--- src/include/tpt_pkg.sv ---
// Shared constants and types for the thermal, tracking and loop gain core
package tpt_pkg;
  // Command codes on the management command port
  localparam logic [7:0] CMD_OT_ACTION = 8'h50;
  localparam logic [7:0] CMD_UT_ACTION = 8'h54;
  localparam logic [7:0] CMD_GAIN_RED = 8'hd5;
  localparam logic [7:0] CMD_LOOP_GAIN = 8'hdf;
  localparam logic [7:0] CMD_USER_CFG = 8'he0;
  localparam logic [7:0] CMD_OT_LIMIT = 8'he1;
  localparam logic [7:0] CMD_UT_LIMIT = 8'he2;
  localparam logic [7:0] CMD_OT_WARN = 8'he3;
  localparam logic [7:0] CMD_UT_WARN = 8'he4;
  localparam logic [7:0] CMD_TEMPCO = 8'he5;
  localparam logic [7:0] CMD_EXT_GAIN = 8'he6;
  localparam logic [7:0] CMD_EXT_BIAS = 8'he7;
  localparam logic [7:0] CMD_RETRY_DLY = 8'he8;
  localparam logic [7:0] CMD_STATUS = 8'he9;
  localparam logic [7:0] CMD_EXT_TEMP = 8'hea;

  // Reset values; temperatures are signed whole degrees C
  localparam logic [15:0] OT_LIMIT_RST = 16'h007d;
  localparam logic [15:0] UT_LIMIT_RST = 16'hffd3;
  localparam logic [15:0] OT_WARN_RST = 16'h0073;
  localparam logic [15:0] UT_WARN_RST = 16'hffdd;
  localparam logic [15:0] EXT_GAIN_RST = 16'h0100;
  localparam logic [15:0] EXT_BIAS_RST = 16'h0000;
  localparam logic [7:0] ACTION_RST = 8'h00;
  localparam logic [31:0] LOOP_GAIN_RST = 32'h20400100;
  localparam logic [15:0] GAIN_RED_RST = 16'h0000;
  localparam logic [7:0] USER_CFG_RST = 8'h00;
  localparam logic [8:0] TEMPCO_RST = 9'h000;
  localparam logic [15:0] RETRY_DLY_RST = 16'h0001;
  localparam logic [15:0] TEMPCO_REF_DEGC = 16'h0019;

  // Field positions
  localparam int ACT_RETRY_BIT = 0;
  localparam int TEMPCO_EN_BIT = 8;
  localparam int CAL_SHIFT = 8;
  localparam int TEMPCO_SHIFT = 16;
  localparam int RESID_SHIFT = 8;
  localparam int GR_THR_MSB = 11;
  localparam int GR_DIV_LSB = 12;
  localparam int GR_DIV_MSB = 13;

  // Timing
  localparam int CLK_PERIOD_NS = 40;
  localparam int RETRY_UNIT_NS = 1000000;
  localparam int RETRY_UNIT_CYCLES = RETRY_UNIT_NS / CLK_PERIOD_NS;
  localparam int GR_OBS_CYCLES = 16;

  typedef struct packed {
    logic [2:0] spare;
    logic limitTracked;
    logic ratio100;
    logic ratiometric;
    logic sharedIsTrack;
    logic faultFromExt;
  } tpt_ucfg_t;

  typedef struct packed {
    logic [7:0] integral;
    logic [7:0] residual;
    logic [15:0] gain;
  } tpt_loop_t;

  typedef enum logic [3:0] {
    FLT_RUN = 4'b0001,
    FLT_LATCH = 4'b0010,
    FLT_COOL = 4'b0100,
    FLT_WAIT = 4'b1000
  } tpt_flt_t;
endpackage : tpt_pkg

--- src/verilog/tpt_gain_reduce.sv ---
// Steady-state proportional gain reduction
`timescale 1ns/1ns
module tpt_gain_reduce
  import tpt_pkg::*;
#(
  parameter int OBS_CYCLES = GR_OBS_CYCLES
) (
  input wire logic clock,
  input wire logic rst,
  input wire logic cycleStrobe,
  input wire logic signed [15:0] loopError,
  input wire logic [11:0] threshold,
  input wire logic [1:0] divSel,
  input wire logic [15:0] fullGain,
  output logic [15:0] effGain,
  output logic reduced
);
  logic [15:0] quietCount;
  logic [15:0] absErr;
  logic overThr;

  assign absErr = loopError[15] ? 16'(-loopError) : 16'(loopError);
  assign overThr = absErr > {4'h0, threshold};

  // Low-error streak counter, cleared by any loud cycle
  always_ff @(posedge clock) begin
    if (rst) begin
      quietCount <= 16'h0000;
    end else if (cycleStrobe) begin
      if (overThr) begin
        quietCount <= 16'h0000;
      end else if (quietCount != 16'(OBS_CYCLES)) begin
        quietCount <= quietCount + 16'h0001;
      end
    end
  end

  // Loud cycle restores full gain on the same strobe, not after the streak
  always_ff @(posedge clock) begin
    if (rst) begin
      reduced <= 1'b0;
    end else if (cycleStrobe) begin
      if (overThr) begin
        reduced <= 1'b0;
      end else if (quietCount == 16'(OBS_CYCLES - 1)) begin
        reduced <= 1'b1;
      end
    end
  end

  assign effGain = reduced ? (fullGain >> divSel) : fullGain;
endmodule : tpt_gain_reduce

--- src/verilog/tpt_core.sv ---
// Thermal protection, voltage tracking and loop gain core
// Contract
// - User config picks internal or external temperature for thermal faults.
// - Crossing over or under temperature limit runs that fault's response.
// - Latch response keeps both switch drives off until disable then enable.
// - Retry response waits for warn limit recross, then delay, then restarts.
// - Reset loads over limit +125 C and under limit -45 C.
// - User config selects shared input as external temperature or track reference.
// - Temperature coefficient setup enables winding-resistance current correction.
// - External temperature gets programmable scale and offset before use.
// - Tracking mode uses digitized shared input as output reference.
// - Coincident mode follows tracked voltage until commanded voltage reached.
// - Ratiometric mode follows 50% or 100% of tracked voltage, 50% default.
// - Tracking skips turn-on delay and rise time, keeps power-good delay.
// - Tracking ignores sequenced enable and sequenced disable events.
// - Limit option caps at own target or tracked voltage, freezing target.
// - Prebiased track input: ramp at transition rate up to proper ratio.
// - Loop word: [15:0] gain, [31:24] integral, [23:16] residual.
// - Residual correction acts one switching cycle after proportional effect.
// - Low error at or below [11:0] threshold over period shifts gain right by [13:12].
// - Any cycle above threshold restores full gain at once.
`timescale 1ns/1ns
module tpt_core
  import tpt_pkg::*;
#(
  parameter int RETRY_TICK = RETRY_UNIT_CYCLES,
  parameter int OBS_CYCLES = GR_OBS_CYCLES
) (
  input wire logic clock,
  input wire logic rst,
  input wire logic cmdValid,
  input wire logic cmdWrite,
  input wire logic [7:0] cmdCode,
  input wire logic [31:0] cmdWdata,
  output logic [31:0] cmdRdata,
  output logic cmdAck,
  input wire logic enablePin,
  input wire logic seqOn,
  input wire logic seqOff,
  input wire logic signed [15:0] dieTemp,
  input wire logic signed [15:0] sharedSample,
  input wire logic [15:0] targetVolt,
  input wire logic [15:0] transitionStep,
  input wire logic switchCycle,
  input wire logic signed [15:0] loopError,
  input wire logic signed [15:0] pulseDeviation,
  input wire logic signed [15:0] senseCurrentRaw,
  output logic highSideAllowed,
  output logic lowSideAllowed,
  output logic regulate,
  output logic trackActive,
  output logic skipSoftStart,
  output logic [15:0] refVolt,
  output logic signed [15:0] extTempCal,
  output logic signed [15:0] senseCurrentCorr,
  output logic [15:0] propGain,
  output logic [7:0] integralGain,
  output logic signed [15:0] residualTerm
);
  logic [7:0] otAction;
  logic [7:0] utAction;
  logic [15:0] gainRedCfg;
  tpt_loop_t loopCfg;
  tpt_ucfg_t userCfg;
  logic signed [15:0] otLimit;
  logic signed [15:0] utLimit;
  logic signed [15:0] otWarn;
  logic signed [15:0] utWarn;
  logic [8:0] tempcoCfg;
  logic signed [15:0] extGain;
  logic signed [15:0] extBias;
  logic [15:0] retryDelay;
  logic enMeta;
  logic enSync;
  logic enPrev;
  logic seqGo;
  tpt_flt_t fltState;
  logic fromOver;
  logic [31:0] tickCount;
  logic [15:0] unitCount;
  logic signed [15:0] monTemp;
  logic overHit;
  logic underHit;
  logic signed [31:0] scaled;
  logic signed [15:0] deltaT;
  logic signed [40:0] tcProduct;
  logic [15:0] trackVolt;
  logic [15:0] ratioGoal;
  logic [15:0] frozenTarget;
  logic [15:0] capTarget;
  logic [15:0] trackGoal;
  logic catchUp;
  logic coinDone;
  logic signed [15:0] devPrev;
  logic signed [31:0] residProd;
  logic running;

  // Management commands: writes land one edge after the request
  always_ff @(posedge clock) begin
    if (rst) begin
      otAction <= ACTION_RST;
      utAction <= ACTION_RST;
      gainRedCfg <= GAIN_RED_RST;
      loopCfg <= LOOP_GAIN_RST;
      userCfg <= USER_CFG_RST;
      otLimit <= OT_LIMIT_RST;
      utLimit <= UT_LIMIT_RST;
      otWarn <= OT_WARN_RST;
      utWarn <= UT_WARN_RST;
      tempcoCfg <= TEMPCO_RST;
      extGain <= EXT_GAIN_RST;
      extBias <= EXT_BIAS_RST;
      retryDelay <= RETRY_DLY_RST;
    end else if (cmdValid && cmdWrite) begin
      if (cmdCode == CMD_OT_ACTION) begin
        otAction <= cmdWdata[7:0];
      end else if (cmdCode == CMD_UT_ACTION) begin
        utAction <= cmdWdata[7:0];
      end else if (cmdCode == CMD_GAIN_RED) begin
        gainRedCfg <= cmdWdata[15:0];
      end else if (cmdCode == CMD_LOOP_GAIN) begin
        loopCfg <= cmdWdata;
      end else if (cmdCode == CMD_USER_CFG) begin
        userCfg <= cmdWdata[7:0];
      end else if (cmdCode == CMD_OT_LIMIT) begin
        otLimit <= cmdWdata[15:0];
      end else if (cmdCode == CMD_UT_LIMIT) begin
        utLimit <= cmdWdata[15:0];
      end else if (cmdCode == CMD_OT_WARN) begin
        otWarn <= cmdWdata[15:0];
      end else if (cmdCode == CMD_UT_WARN) begin
        utWarn <= cmdWdata[15:0];
      end else if (cmdCode == CMD_TEMPCO) begin
        tempcoCfg <= cmdWdata[8:0];
      end else if (cmdCode == CMD_EXT_GAIN) begin
        extGain <= cmdWdata[15:0];
      end else if (cmdCode == CMD_EXT_BIAS) begin
        extBias <= cmdWdata[15:0];
      end else if (cmdCode == CMD_RETRY_DLY) begin
        retryDelay <= cmdWdata[15:0];
      end
    end
  end

  // Read data registered; unknown codes read zero
  always_ff @(posedge clock) begin
    if (rst) begin
      cmdRdata <= 32'h00000000;
      cmdAck <= 1'b0;
    end else begin
      cmdAck <= cmdValid;
      if (cmdValid && !cmdWrite) begin
        if (cmdCode == CMD_OT_ACTION) begin
          cmdRdata <= {24'h000000, otAction};
        end else if (cmdCode == CMD_UT_ACTION) begin
          cmdRdata <= {24'h000000, utAction};
        end else if (cmdCode == CMD_GAIN_RED) begin
          cmdRdata <= {16'h0000, gainRedCfg};
        end else if (cmdCode == CMD_LOOP_GAIN) begin
          cmdRdata <= loopCfg;
        end else if (cmdCode == CMD_USER_CFG) begin
          cmdRdata <= {24'h000000, userCfg};
        end else if (cmdCode == CMD_OT_LIMIT) begin
          cmdRdata <= {16'h0000, otLimit};
        end else if (cmdCode == CMD_UT_LIMIT) begin
          cmdRdata <= {16'h0000, utLimit};
        end else if (cmdCode == CMD_OT_WARN) begin
          cmdRdata <= {16'h0000, otWarn};
        end else if (cmdCode == CMD_UT_WARN) begin
          cmdRdata <= {16'h0000, utWarn};
        end else if (cmdCode == CMD_TEMPCO) begin
          cmdRdata <= {23'h000000, tempcoCfg};
        end else if (cmdCode == CMD_EXT_GAIN) begin
          cmdRdata <= {16'h0000, extGain};
        end else if (cmdCode == CMD_EXT_BIAS) begin
          cmdRdata <= {16'h0000, extBias};
        end else if (cmdCode == CMD_RETRY_DLY) begin
          cmdRdata <= {16'h0000, retryDelay};
        end else if (cmdCode == CMD_STATUS) begin
          cmdRdata <= {24'h000000, fromOver, catchUp, coinDone, trackActive, fltState};
        end else if (cmdCode == CMD_EXT_TEMP) begin
          cmdRdata <= {16'h0000, extTempCal};
        end else begin
          cmdRdata <= 32'h00000000;
        end
      end
    end
  end

  // Enable pin is asynchronous to us
  always_ff @(posedge clock) begin
    if (rst) begin
      enMeta <= 1'b0;
      enSync <= 1'b0;
      enPrev <= 1'b0;
    end else begin
      enMeta <= enablePin;
      enSync <= enMeta;
      enPrev <= enSync;
    end
  end

  // External temperature calibration
  assign scaled = sharedSample * extGain;
  always_ff @(posedge clock) begin
    if (rst) begin
      extTempCal <= 16'h0000;
    end else if (!userCfg.sharedIsTrack) begin
      extTempCal <= 16'(scaled >>> CAL_SHIFT) + extBias;
    end
  end

  // Winding resistance drift correction against the calibrated reading
  assign deltaT = extTempCal - TEMPCO_REF_DEGC;
  assign tcProduct = senseCurrentRaw * $signed({1'b0, tempcoCfg[7:0]}) * deltaT;
  always_ff @(posedge clock) begin
    if (rst) begin
      senseCurrentCorr <= 16'h0000;
    end else if (tempcoCfg[TEMPCO_EN_BIT] && !userCfg.sharedIsTrack) begin
      senseCurrentCorr <= senseCurrentRaw + 16'(tcProduct >>> TEMPCO_SHIFT);
    end else begin
      senseCurrentCorr <= senseCurrentRaw;
    end
  end

  // Without an external reading the die sensor is the only valid source
  assign monTemp = (userCfg.faultFromExt && !userCfg.sharedIsTrack) ? extTempCal : dieTemp;
  assign overHit = monTemp > otLimit;
  assign underHit = monTemp < utLimit;

  // Thermal fault response
  always_ff @(posedge clock) begin
    if (rst) begin
      fltState <= FLT_RUN;
      fromOver <= 1'b0;
      tickCount <= 32'h00000000;
      unitCount <= 16'h0000;
    end else begin
      case (fltState)
        FLT_RUN: begin
          if (overHit || underHit) begin
            fromOver <= overHit;
            if (overHit ? otAction[ACT_RETRY_BIT] : utAction[ACT_RETRY_BIT]) begin
              fltState <= FLT_COOL;
            end else begin
              fltState <= FLT_LATCH;
            end
          end
        end
        FLT_LATCH: begin
          if (!enSync && enPrev) begin
            fltState <= FLT_RUN;
          end
        end
        FLT_COOL: begin
          tickCount <= 32'h00000000;
          unitCount <= 16'h0000;
          if (fromOver ? (monTemp < otWarn) : (monTemp > utWarn)) begin
            fltState <= FLT_WAIT;
          end
        end
        FLT_WAIT: begin
          if (tickCount == 32'(RETRY_TICK - 1)) begin
            tickCount <= 32'h00000000;
            unitCount <= unitCount + 16'h0001;
          end else begin
            tickCount <= tickCount + 32'h00000001;
          end
          if (unitCount >= retryDelay) begin
            fltState <= FLT_RUN;
          end
        end
        default: fltState <= FLT_RUN;
      endcase
    end
  end

  // Sequencing events are dropped while tracking
  always_ff @(posedge clock) begin
    if (rst) begin
      seqGo <= 1'b0;
    end else if (!trackActive) begin
      if (seqOn) begin
        seqGo <= 1'b1;
      end else if (seqOff) begin
        seqGo <= 1'b0;
      end
    end
  end

  assign trackActive = userCfg.sharedIsTrack;
  assign skipSoftStart = trackActive;
  assign running = (fltState == FLT_RUN) && enSync && (trackActive || seqGo);
  assign regulate = running;
  assign highSideAllowed = running;
  assign lowSideAllowed = running;

  // Tracking reference; negative samples count as zero
  assign trackVolt = sharedSample[15] ? 16'h0000 : sharedSample;
  assign ratioGoal = (userCfg.ratiometric && !userCfg.ratio100) ? (trackVolt >> 1) : trackVolt;
  assign capTarget = userCfg.limitTracked ? frozenTarget : targetVolt;
  assign trackGoal = (ratioGoal > capTarget) ? capTarget : ratioGoal;

  // Target frozen at enable so later command or margin moves are ignored
  always_ff @(posedge clock) begin
    if (rst) begin
      frozenTarget <= 16'h0000;
    end else if (enSync && !enPrev) begin
      frozenTarget <= targetVolt;
    end
  end

  always_ff @(posedge clock) begin
    if (rst) begin
      refVolt <= 16'h0000;
      catchUp <= 1'b0;
      coinDone <= 1'b0;
    end else if (!trackActive) begin
      refVolt <= targetVolt;
      catchUp <= 1'b0;
      coinDone <= 1'b0;
    end else if (!running) begin
      refVolt <= 16'h0000;
      coinDone <= 1'b0;
      catchUp <= (trackVolt != 16'h0000);
    end else if (catchUp) begin
      if (switchCycle) begin
        if (17'(refVolt) + 17'(transitionStep) >= 17'(trackGoal)) begin
          refVolt <= trackGoal;
          catchUp <= 1'b0;
        end else begin
          refVolt <= refVolt + transitionStep;
        end
      end
    end else if (coinDone) begin
      refVolt <= capTarget;
    end else begin
      refVolt <= trackGoal;
      if (!userCfg.ratiometric && trackGoal == capTarget) begin
        coinDone <= 1'b1;
      end
    end
  end

  // Residual damping uses last cycle's deviation, so first cycle is untouched
  assign residProd = devPrev * $signed({1'b0, loopCfg.residual});
  always_ff @(posedge clock) begin
    if (rst) begin
      devPrev <= 16'h0000;
      residualTerm <= 16'h0000;
    end else if (switchCycle) begin
      devPrev <= pulseDeviation;
      residualTerm <= 16'(residProd >>> RESID_SHIFT);
    end
  end

  always_ff @(posedge clock) begin
    if (rst) begin
      integralGain <= 8'h00;
    end else begin
      integralGain <= loopCfg.integral;
    end
  end

  logic [15:0] gainNow;
  tpt_gain_reduce #(
    .OBS_CYCLES(OBS_CYCLES)
  ) gainReduce (
    .clock(clock),
    .rst(rst),
    .cycleStrobe(switchCycle),
    .loopError(loopError),
    .threshold(gainRedCfg[GR_THR_MSB:0]),
    .divSel(gainRedCfg[GR_DIV_MSB:GR_DIV_LSB]),
    .fullGain(loopCfg.gain),
    .effGain(gainNow),
    .reduced()
  );

  always_ff @(posedge clock) begin
    if (rst) begin
      propGain <= 16'h0000;
    end else begin
      propGain <= gainNow;
    end
  end
endmodule : tpt_core

--- config.mk ---
export PLATFORM = sky130hd
export DESIGN_NAME = tpt_core
export DESIGN_NICKNAME = d
export VERILOG_FILES = /design/src/include/tpt_pkg.sv /design/src/verilog/tpt_gain_reduce.sv /design/src/verilog/tpt_core.sv
export SDC_FILE = /design/constraint.sdc
export NUM_CORES = 2
export LEC_CHECK = 0
export BUFFER_PORTS_ARGS = -buffer_cell sky130_fd_sc_hd__buf_2
export CORE_UTILIZATION = 50
export CTS_CLUSTER_DIAMETER = 60
export DETAILED_ROUTE_END_ITERATION = 7
export HOLD_SLACK_MARGIN = 0.08
export PLACE_DENSITY = 0.67
export SYNTH_ARGS = -nofsm -noshare
export SYNTH_HDL_FRONTEND = slang
export SYNTH_SLANG_ARGS = --single-unit
--- constraint.sdc ---
create_clock -name clock -period 17 [get_ports clock]
set_input_delay 1.7 -clock clock [delete_from_list [all_inputs] [get_ports clock]]
set_output_delay 1.7 -clock clock [all_outputs]
set_load 0.02 [all_outputs]
; After elaboration in Yosys (flattened, before gate mapping)
; Cells that the tools add are included.
[totals]
regBits = 422
in_bits = 160
out_inout_bits = 126
wordCells = 204
[classes]
n_addsub = 9
n_mul = 4
magnitude_cmp = 8
eq_ne = 29
shift = 1
n_mux = 53
bitwise = 14
reduce_logical = 44
[op_table]
columns = operator, count
row1 = $mux 16, 26
row2 = $mux 32, 5
row3 = $eq 8x8->1 const B, 13
row4 = $pmux 32 s2, 1
row5 = $add 16x16->16, 3
row6 = $add 16x1->16 const B, 2
row7 = $add 32x1->32 const B, 1
row8 = $eq 32x15->1 const B, 1
row9 = $gt 16x16->1, 2
row10 = $lt 16x16->1, 2
row11 = $mul 25x16->32, 1
row12 = $pmux 16 s2, 1
row13 = $mux 15, 2
row14 = $mul 16x9->25, 1
row15 = $mul 16x16->24, 1
row16 = $mul 16x9->24, 1
row17 = $add 16x16->17, 1
row18 = $ge 17x16->1, 1
row19 = $eq 16x16->1, 1
row20 = $eq 16x4->1 const B, 1
row21 = $eq 8x7->1 const B, 2
row22 = $ge 16x16->1, 1
row23 = $gt 15x16->1, 1
row24 = $gt 16x12->1, 1
row25 = other kinds (35), 90

; Longest topological paths before layout
[depth]
word_depth = 16
depth_mapped = 53
mapped_depth_nobuf = 51

; Modules after synthesis
; Synthesis repeated with hierarchy kept, for this count alone.
[hier_totals]
hier_cells = 6251
hier_area_um2 = 51810.9
[by_module_without_submodules]
columns = mod, n_inst, cells_per_inst, area_each_um2, seq_area_each_um2
row1 = tpt_core, 1, 5994, 49797.8, 8107.8
row2 = tpt_gain_reduce, 1, 257, 2013.2, 340.3

; Worst setup path before layout
; No wires, ideal clock.
[synth_path]
path_type = input to register
startpoint = input senseCurrentRaw[9]
endpoint = register senseCurrentCorr[15]
setup_ps = 70
arrival_ps = 13457
required_time_ps = 16930
path_slack_ps = 3473
path_stages = 49
n_path_buf = 1
cell_sequence = clkbuf_1 > nand2_1 > fa_1 > inv_1 > fa_1 > fa_1 > inv_1 > fa_1 > inv_1 > ha_1 > o21a_1 > o31a_1 > a2111oi_0 > nor2_1 > xnor2_1 > nand2b_1 > fa_1 > fa_1 > [... 13 more ...] > a21oi_1 > a21oi_1 > nor2b_1 > nor2_1 > xnor2_1 > ha_1 > or3_1 > o21ai_0 > a21oi_1 > nand4_1 > nand3_1 > a21o_1 > a21oi_1 > o21ai_0 > xor2_1 > xnor3_1 > or3_1 > a21oi_1
[synth_via]
elab_chain_cells = 4
[synth_rtl]
columns = item, line
row1 = from (decl), tpt_core.sv:47  ; input wire logic signed [15:0] senseCurrentRaw,
row2 = $mul 16x9->25, tpt_core.sv:215  ; assign tcProduct = senseCurrentRaw * $signed({1'b0, tempcoCfg[7:0]}) * deltaT;
row3 = $mul 25x16->32, tpt_core.sv:215
row4 = $add 16x16->16 *, tpt_core.sv:220  ; senseCurrentCorr <= senseCurrentRaw + 16'(tcProduct >>> TEMPCO_SHIFT);
row5 = $mux 16 *, tpt_core.sv:219  ; end else if (tempcoCfg[TEMPCO_EN_BIT] && !userCfg.sharedIsTrack) begin
row6 = to (signal assigned), tpt_core.sv:220
row7 = to (signal assigned), tpt_core.sv:222  ; senseCurrentCorr <= senseCurrentRaw;
row8 = to (decl), tpt_core.sv:55  ; output logic signed [15:0] senseCurrentCorr,
; Every way passes the cells marked *; elsewhere a longest branch is shown, timed or not.
; A chain may end at the register's enable or synchronous reset.

; Worst setup path after layout
; Ends and elaborated chain as after synthesis.

==> summary.md <==
| Metric | Value |
|---|---|
| Final setup vio count | 0 |
| GRT met3 Usage | 0.0622 |
| Clock Skew | 22.9 ps |
| Hold Slack | 452 ps |
| Yosys reg bits | 422 |
| Reg2reg path depth | 47 |
| Tightest Hold Check Type | register to register |
| Power density cells | 51.0 nW/µm² |
| Top flop regs | cmdRdata: 32 flops, loopCfg: 32 flops, tickCount: 32 flops |
| Ys async rst share | 0 |
| Slew Limit Fails | 0 |
| Syn_nets | 7560 |
| Largest delay contributor family on the critical path | adder cells |
| Gr usage total | 0.307 |
| Max_cap viols | 0 |
| Gpl congestion | 0.962 |
| FF-to-FF Start | tempcoCfg[0] |
| Clk pwr share | 0.462 |
| Synth unique cells | 85 |
| CP startpoint kind | input pin |
| Worst EP arrival | 14560 ps |
| Unrepaired setup endpoints after global routing | false |
| Maximum root-to-sink buffer count | 3 |
| # fillers | 9589 |
| Simple-Gate Fraction of Synth Area | 0.187 |
| Min-Delay Endpoint | cmdRdata[1] |
| Reg2Reg Setup Slack | 3040 ps |
| Largest net degree at the start of global routing | 107 |
| IO Count | 286 |
| Flop pwr share | 0.358 |
| Hold Path Stages | 2 |
| Post-synth EDFFs | 0 |
| GRT met1 Usage | 0.401 |
| Vias | 44.0k |
| # rows | 117 |
| Slew HR | 0.0977 |
| Adder-Cell Fraction of Synth Area | 0.372 |
| R2r endpoint | senseCurrentCorr[15] |
| Post-route ant nets | 0 |
| Area contributors post-synth | fa_1, dfxtp_1, ha_1 |
| CP bufs+invs | 8 |
| Mapped Cells | 6284 |
| Core ar. | 102000 µm² |
| Reg area | 8450 µm² |
| Clock Root Buffer | clkbuf_16 |
| CP Class | input pin to register |
| Switching share of power | 0.312 |
| Largest family of logic cells by synthesized area | adder cells |
| CP endpoint kind | register |
| Peak VDD IR | 75.8 µV |
| Clock Latency Late Sink | 670 ps |
| Nets | 7665 |
| Vias in the first global route | 44.2k |
| Psw | 0.893 mW |
| First-pass GRT wire length | 249 mm |
| Post-cts resize count | 0 |
| Post CTS Setup Buffer Count | 0 |
| Post-synth top flop | dfxtp_1 |
| Top-area cell type share of the netlist area | 0.268 |
| Syn_area_per_cell | 8.20 µm² |
| Clock transition at the registers of the reported paths | 60 ps |
| Initial core utilization | 0.505 |
| Avg WL per Cell | 20.3 µm |
| Overall die width | 323 µm |
| Combinational fraction of design power | 0.180 |
| Fmax | 0.0715 GHz |
| Vias/cell | 5.64 |
| Mux cell area share after synthesis | 0.0208 |
| Design area | 56200 µm² |
| GR Overflow Total | 0 |
| # H-tree levels | 2 |
| Status | finished clean |
| Remaining DRCs | 0 |
| # hold bufs at CTS | 0 |
| CTS Buf Count | 58 |
| Compound-Gate Fraction of Synth Area | 0.119 |
| Hpwl dp | 122 mm |
| Initial detailed-routing violation count | 3267 |
| CTS tree | built |
| Critical path's largest stage delay | 690 ps |
| Final min period | 13990 ps |
| Area grow syn2layout | 9.06% |
| Die Ht | 323 µm |
| Die Area | 104000 µm² |
| Port bufs | 285 |
| Multi-input gate area | 38100 µm² |
| Slowest stage cell on the critical path | a2111oi_0 |
| Leakage dissipation | 26.0 nW |
| Post-synthesis xor/xnor area fraction | 0.0392 |
| CP Max Fanout | 11 |
| Total Wirelength | 158 mm |
| CP Data Required Time | 17570 ps |
| Initial antenna violation count | 20 |
| Layout cells sized above 1 | 0.0837 |
| Hold Path Origin | cmdRdata[1] |
| Final worst-path cycle share | 0.823 |
| Mapped cell area | 51500 µm² |
| Area after DPL | 54100 µm² |
| Sink Count | 422 |
| Cell taking the most area after synthesis | fa_1 |
| Measured slew at the worst slew-check pin | 1350 ps |
| Busiest layer in global routing | met2 |
| Met2 usage | 0.496 |
| Most frequent CP cell | fa_1 |
| Fin. Hold Viols | 0 |
| Setup tns final | 0 ps |
| Pre-Repair DR Iteration Count | 6 |
| Sequential fraction of the synthesis area | 0.164 |
| Int Power | 1.97 mW |
| Synth warnings | 0 |
## power groups by stage
stage	clock network, mW	registers (mW)	logic (mW)
after floorplan	0	1.05	0.313
after global placement	0	1.05	0.498
after detailed placement	0	1.05	0.504
after CTS	1.34	1.03	0.508
after global routing	1.38	1.03	0.560
final	1.32	1.03	0.516
## through the flow
stage               setup WS [ps]  cells   util  power [mW]
finish                       3010   7809  0.551        2.87
global route                 2150   7807  0.551        2.97
CTS                          3140   7804  0.551        2.87
detailed placement           2480   7697  0.530        1.55
global placement             2570   7697  0.530        1.55
floorplan                    3470   6284      -        1.36
## synthesized netlist by cell type, types with 6 or more instances
| cell type | n |
|---|---|
| a2111oi_0 | 19 |
| a211o_1 | 6 |
| a211oi_1 | 21 |
| a21o_1 | 65 |
| a21oi_1 | 389 |
| a221oi_1 | 25 |
| a222oi_1 | 13 |
| a22oi_1 | 28 |
| a311oi_1 | 31 |
| a31oi_1 | 27 |
| and2_1 | 260 |
| and3_1 | 21 |
| buf_1 | 18 |
| buf_2 | 6 |
| clkbuf_1 | 284 |
| dfxtp_1 | 422 |
| fa_1 | 690 |
| ha_1 | 426 |
| inv_1 | 1018 |
| mux2_2 | 16 |
| mux2i_1 | 89 |
| nand2_1 | 1029 |
| nand2b_1 | 56 |
| nand3_1 | 98 |
| nand4_1 | 31 |
| nor2_1 | 413 |
| nor2b_1 | 50 |
| nor3_1 | 54 |
| nor4_1 | 24 |
| nor4b_1 | 8 |
| o211ai_1 | 58 |
| o21a_1 | 28 |
| o21ai_0 | 113 |
| o21ai_1 | 7 |
| o21bai_1 | 26 |
| o221ai_1 | 13 |
| o22a_1 | 11 |
| o22ai_1 | 11 |
| o31ai_1 | 13 |
| or2_2 | 18 |
| or3_1 | 24 |
| xnor2_1 | 149 |
| xor2_1 | 71 |
## layout by cell type (no fill, tap or decap), types with 16 or more instances in the layout
cell type and n:
nor2b_1 49, nand2_1 1029, o21bai_1 26, nor4_1 22, nand4_1 31, nand3_1 98
nor3_1 52, mux2i_1 89, and3_1 21, a21oi_1 389, a2111oi_0 18, fa_1 690
a21o_1 65, o21a_1 28, a211oi_1 21, dfxtp_1 421, a221oi_1 25, nand2b_1 56
mux2_2 16, a311oi_1 31, clkbuf_16 60, a22oi_1 28, o211ai_1 58, o21ai_0 113
buf_2 284, buf_4 74, and2_1 260, or3_1 24, a31oi_1 27, xnor2_1 148
nor2_1 411, inv_1 1017, or2_2 18, xor2_1 70, ha_1 426
## layout make-up
cell class,instances,area share
repair buffers,359,0.0354
inverters,1020,0.0681
well taps,1368,0.0305
flip-flops and latches,422,0.150
clock buffers,75,0.0302
diodes,5,0.000223
multi-input cells,4528,0.678
clock inverters,32,0.00724
## tightest hold or removal path: stages (launching register included)
cell	delay [ps]
dfxtp_1	310
nand2_1	50
a21oi_1	50
## logic make-up (layout without fill, tap and decap cells)
group | Yosys count | after routing
AO/OA/AOI/OAI | 957 | 957
XOR/XNOR | 224 | 224
adder cells (fa/ha/maj) | 1116 | 1116
buffers and inverters | 1334 | 1486
flip-flops | 422 | 422
multiplexers | 105 | 105
other | 1 | 6
AND/OR/NAND/NOR | 2125 | 2125
## per-layer routing
layer,vias to the layer above,share of wire
met5,-,0.00097
met4,28,0.040
met3,330,0.088
met2,1701,0.46
met1,21702,0.41
li1,20250,-
## how the worst max path moves through the flow
stage                             startpoint  slack (ps)                   end  depth (start not counted)
after floorplan           senseCurrentRaw[9]        3470  senseCurrentCorr[15]                         49
after detailed placement  senseCurrentRaw[9]        2480  senseCurrentCorr[15]                         48
after CTS                 senseCurrentRaw[9]        3140  senseCurrentCorr[15]                         48
final                     senseCurrentRaw[9]        3010  senseCurrentCorr[15]                         48
after global placement    senseCurrentRaw[9]        2570  senseCurrentCorr[15]                         48
after global routing      senseCurrentRaw[9]        2150  senseCurrentCorr[15]                         48
No activity file was read; power rests on OpenSTA's default activity.
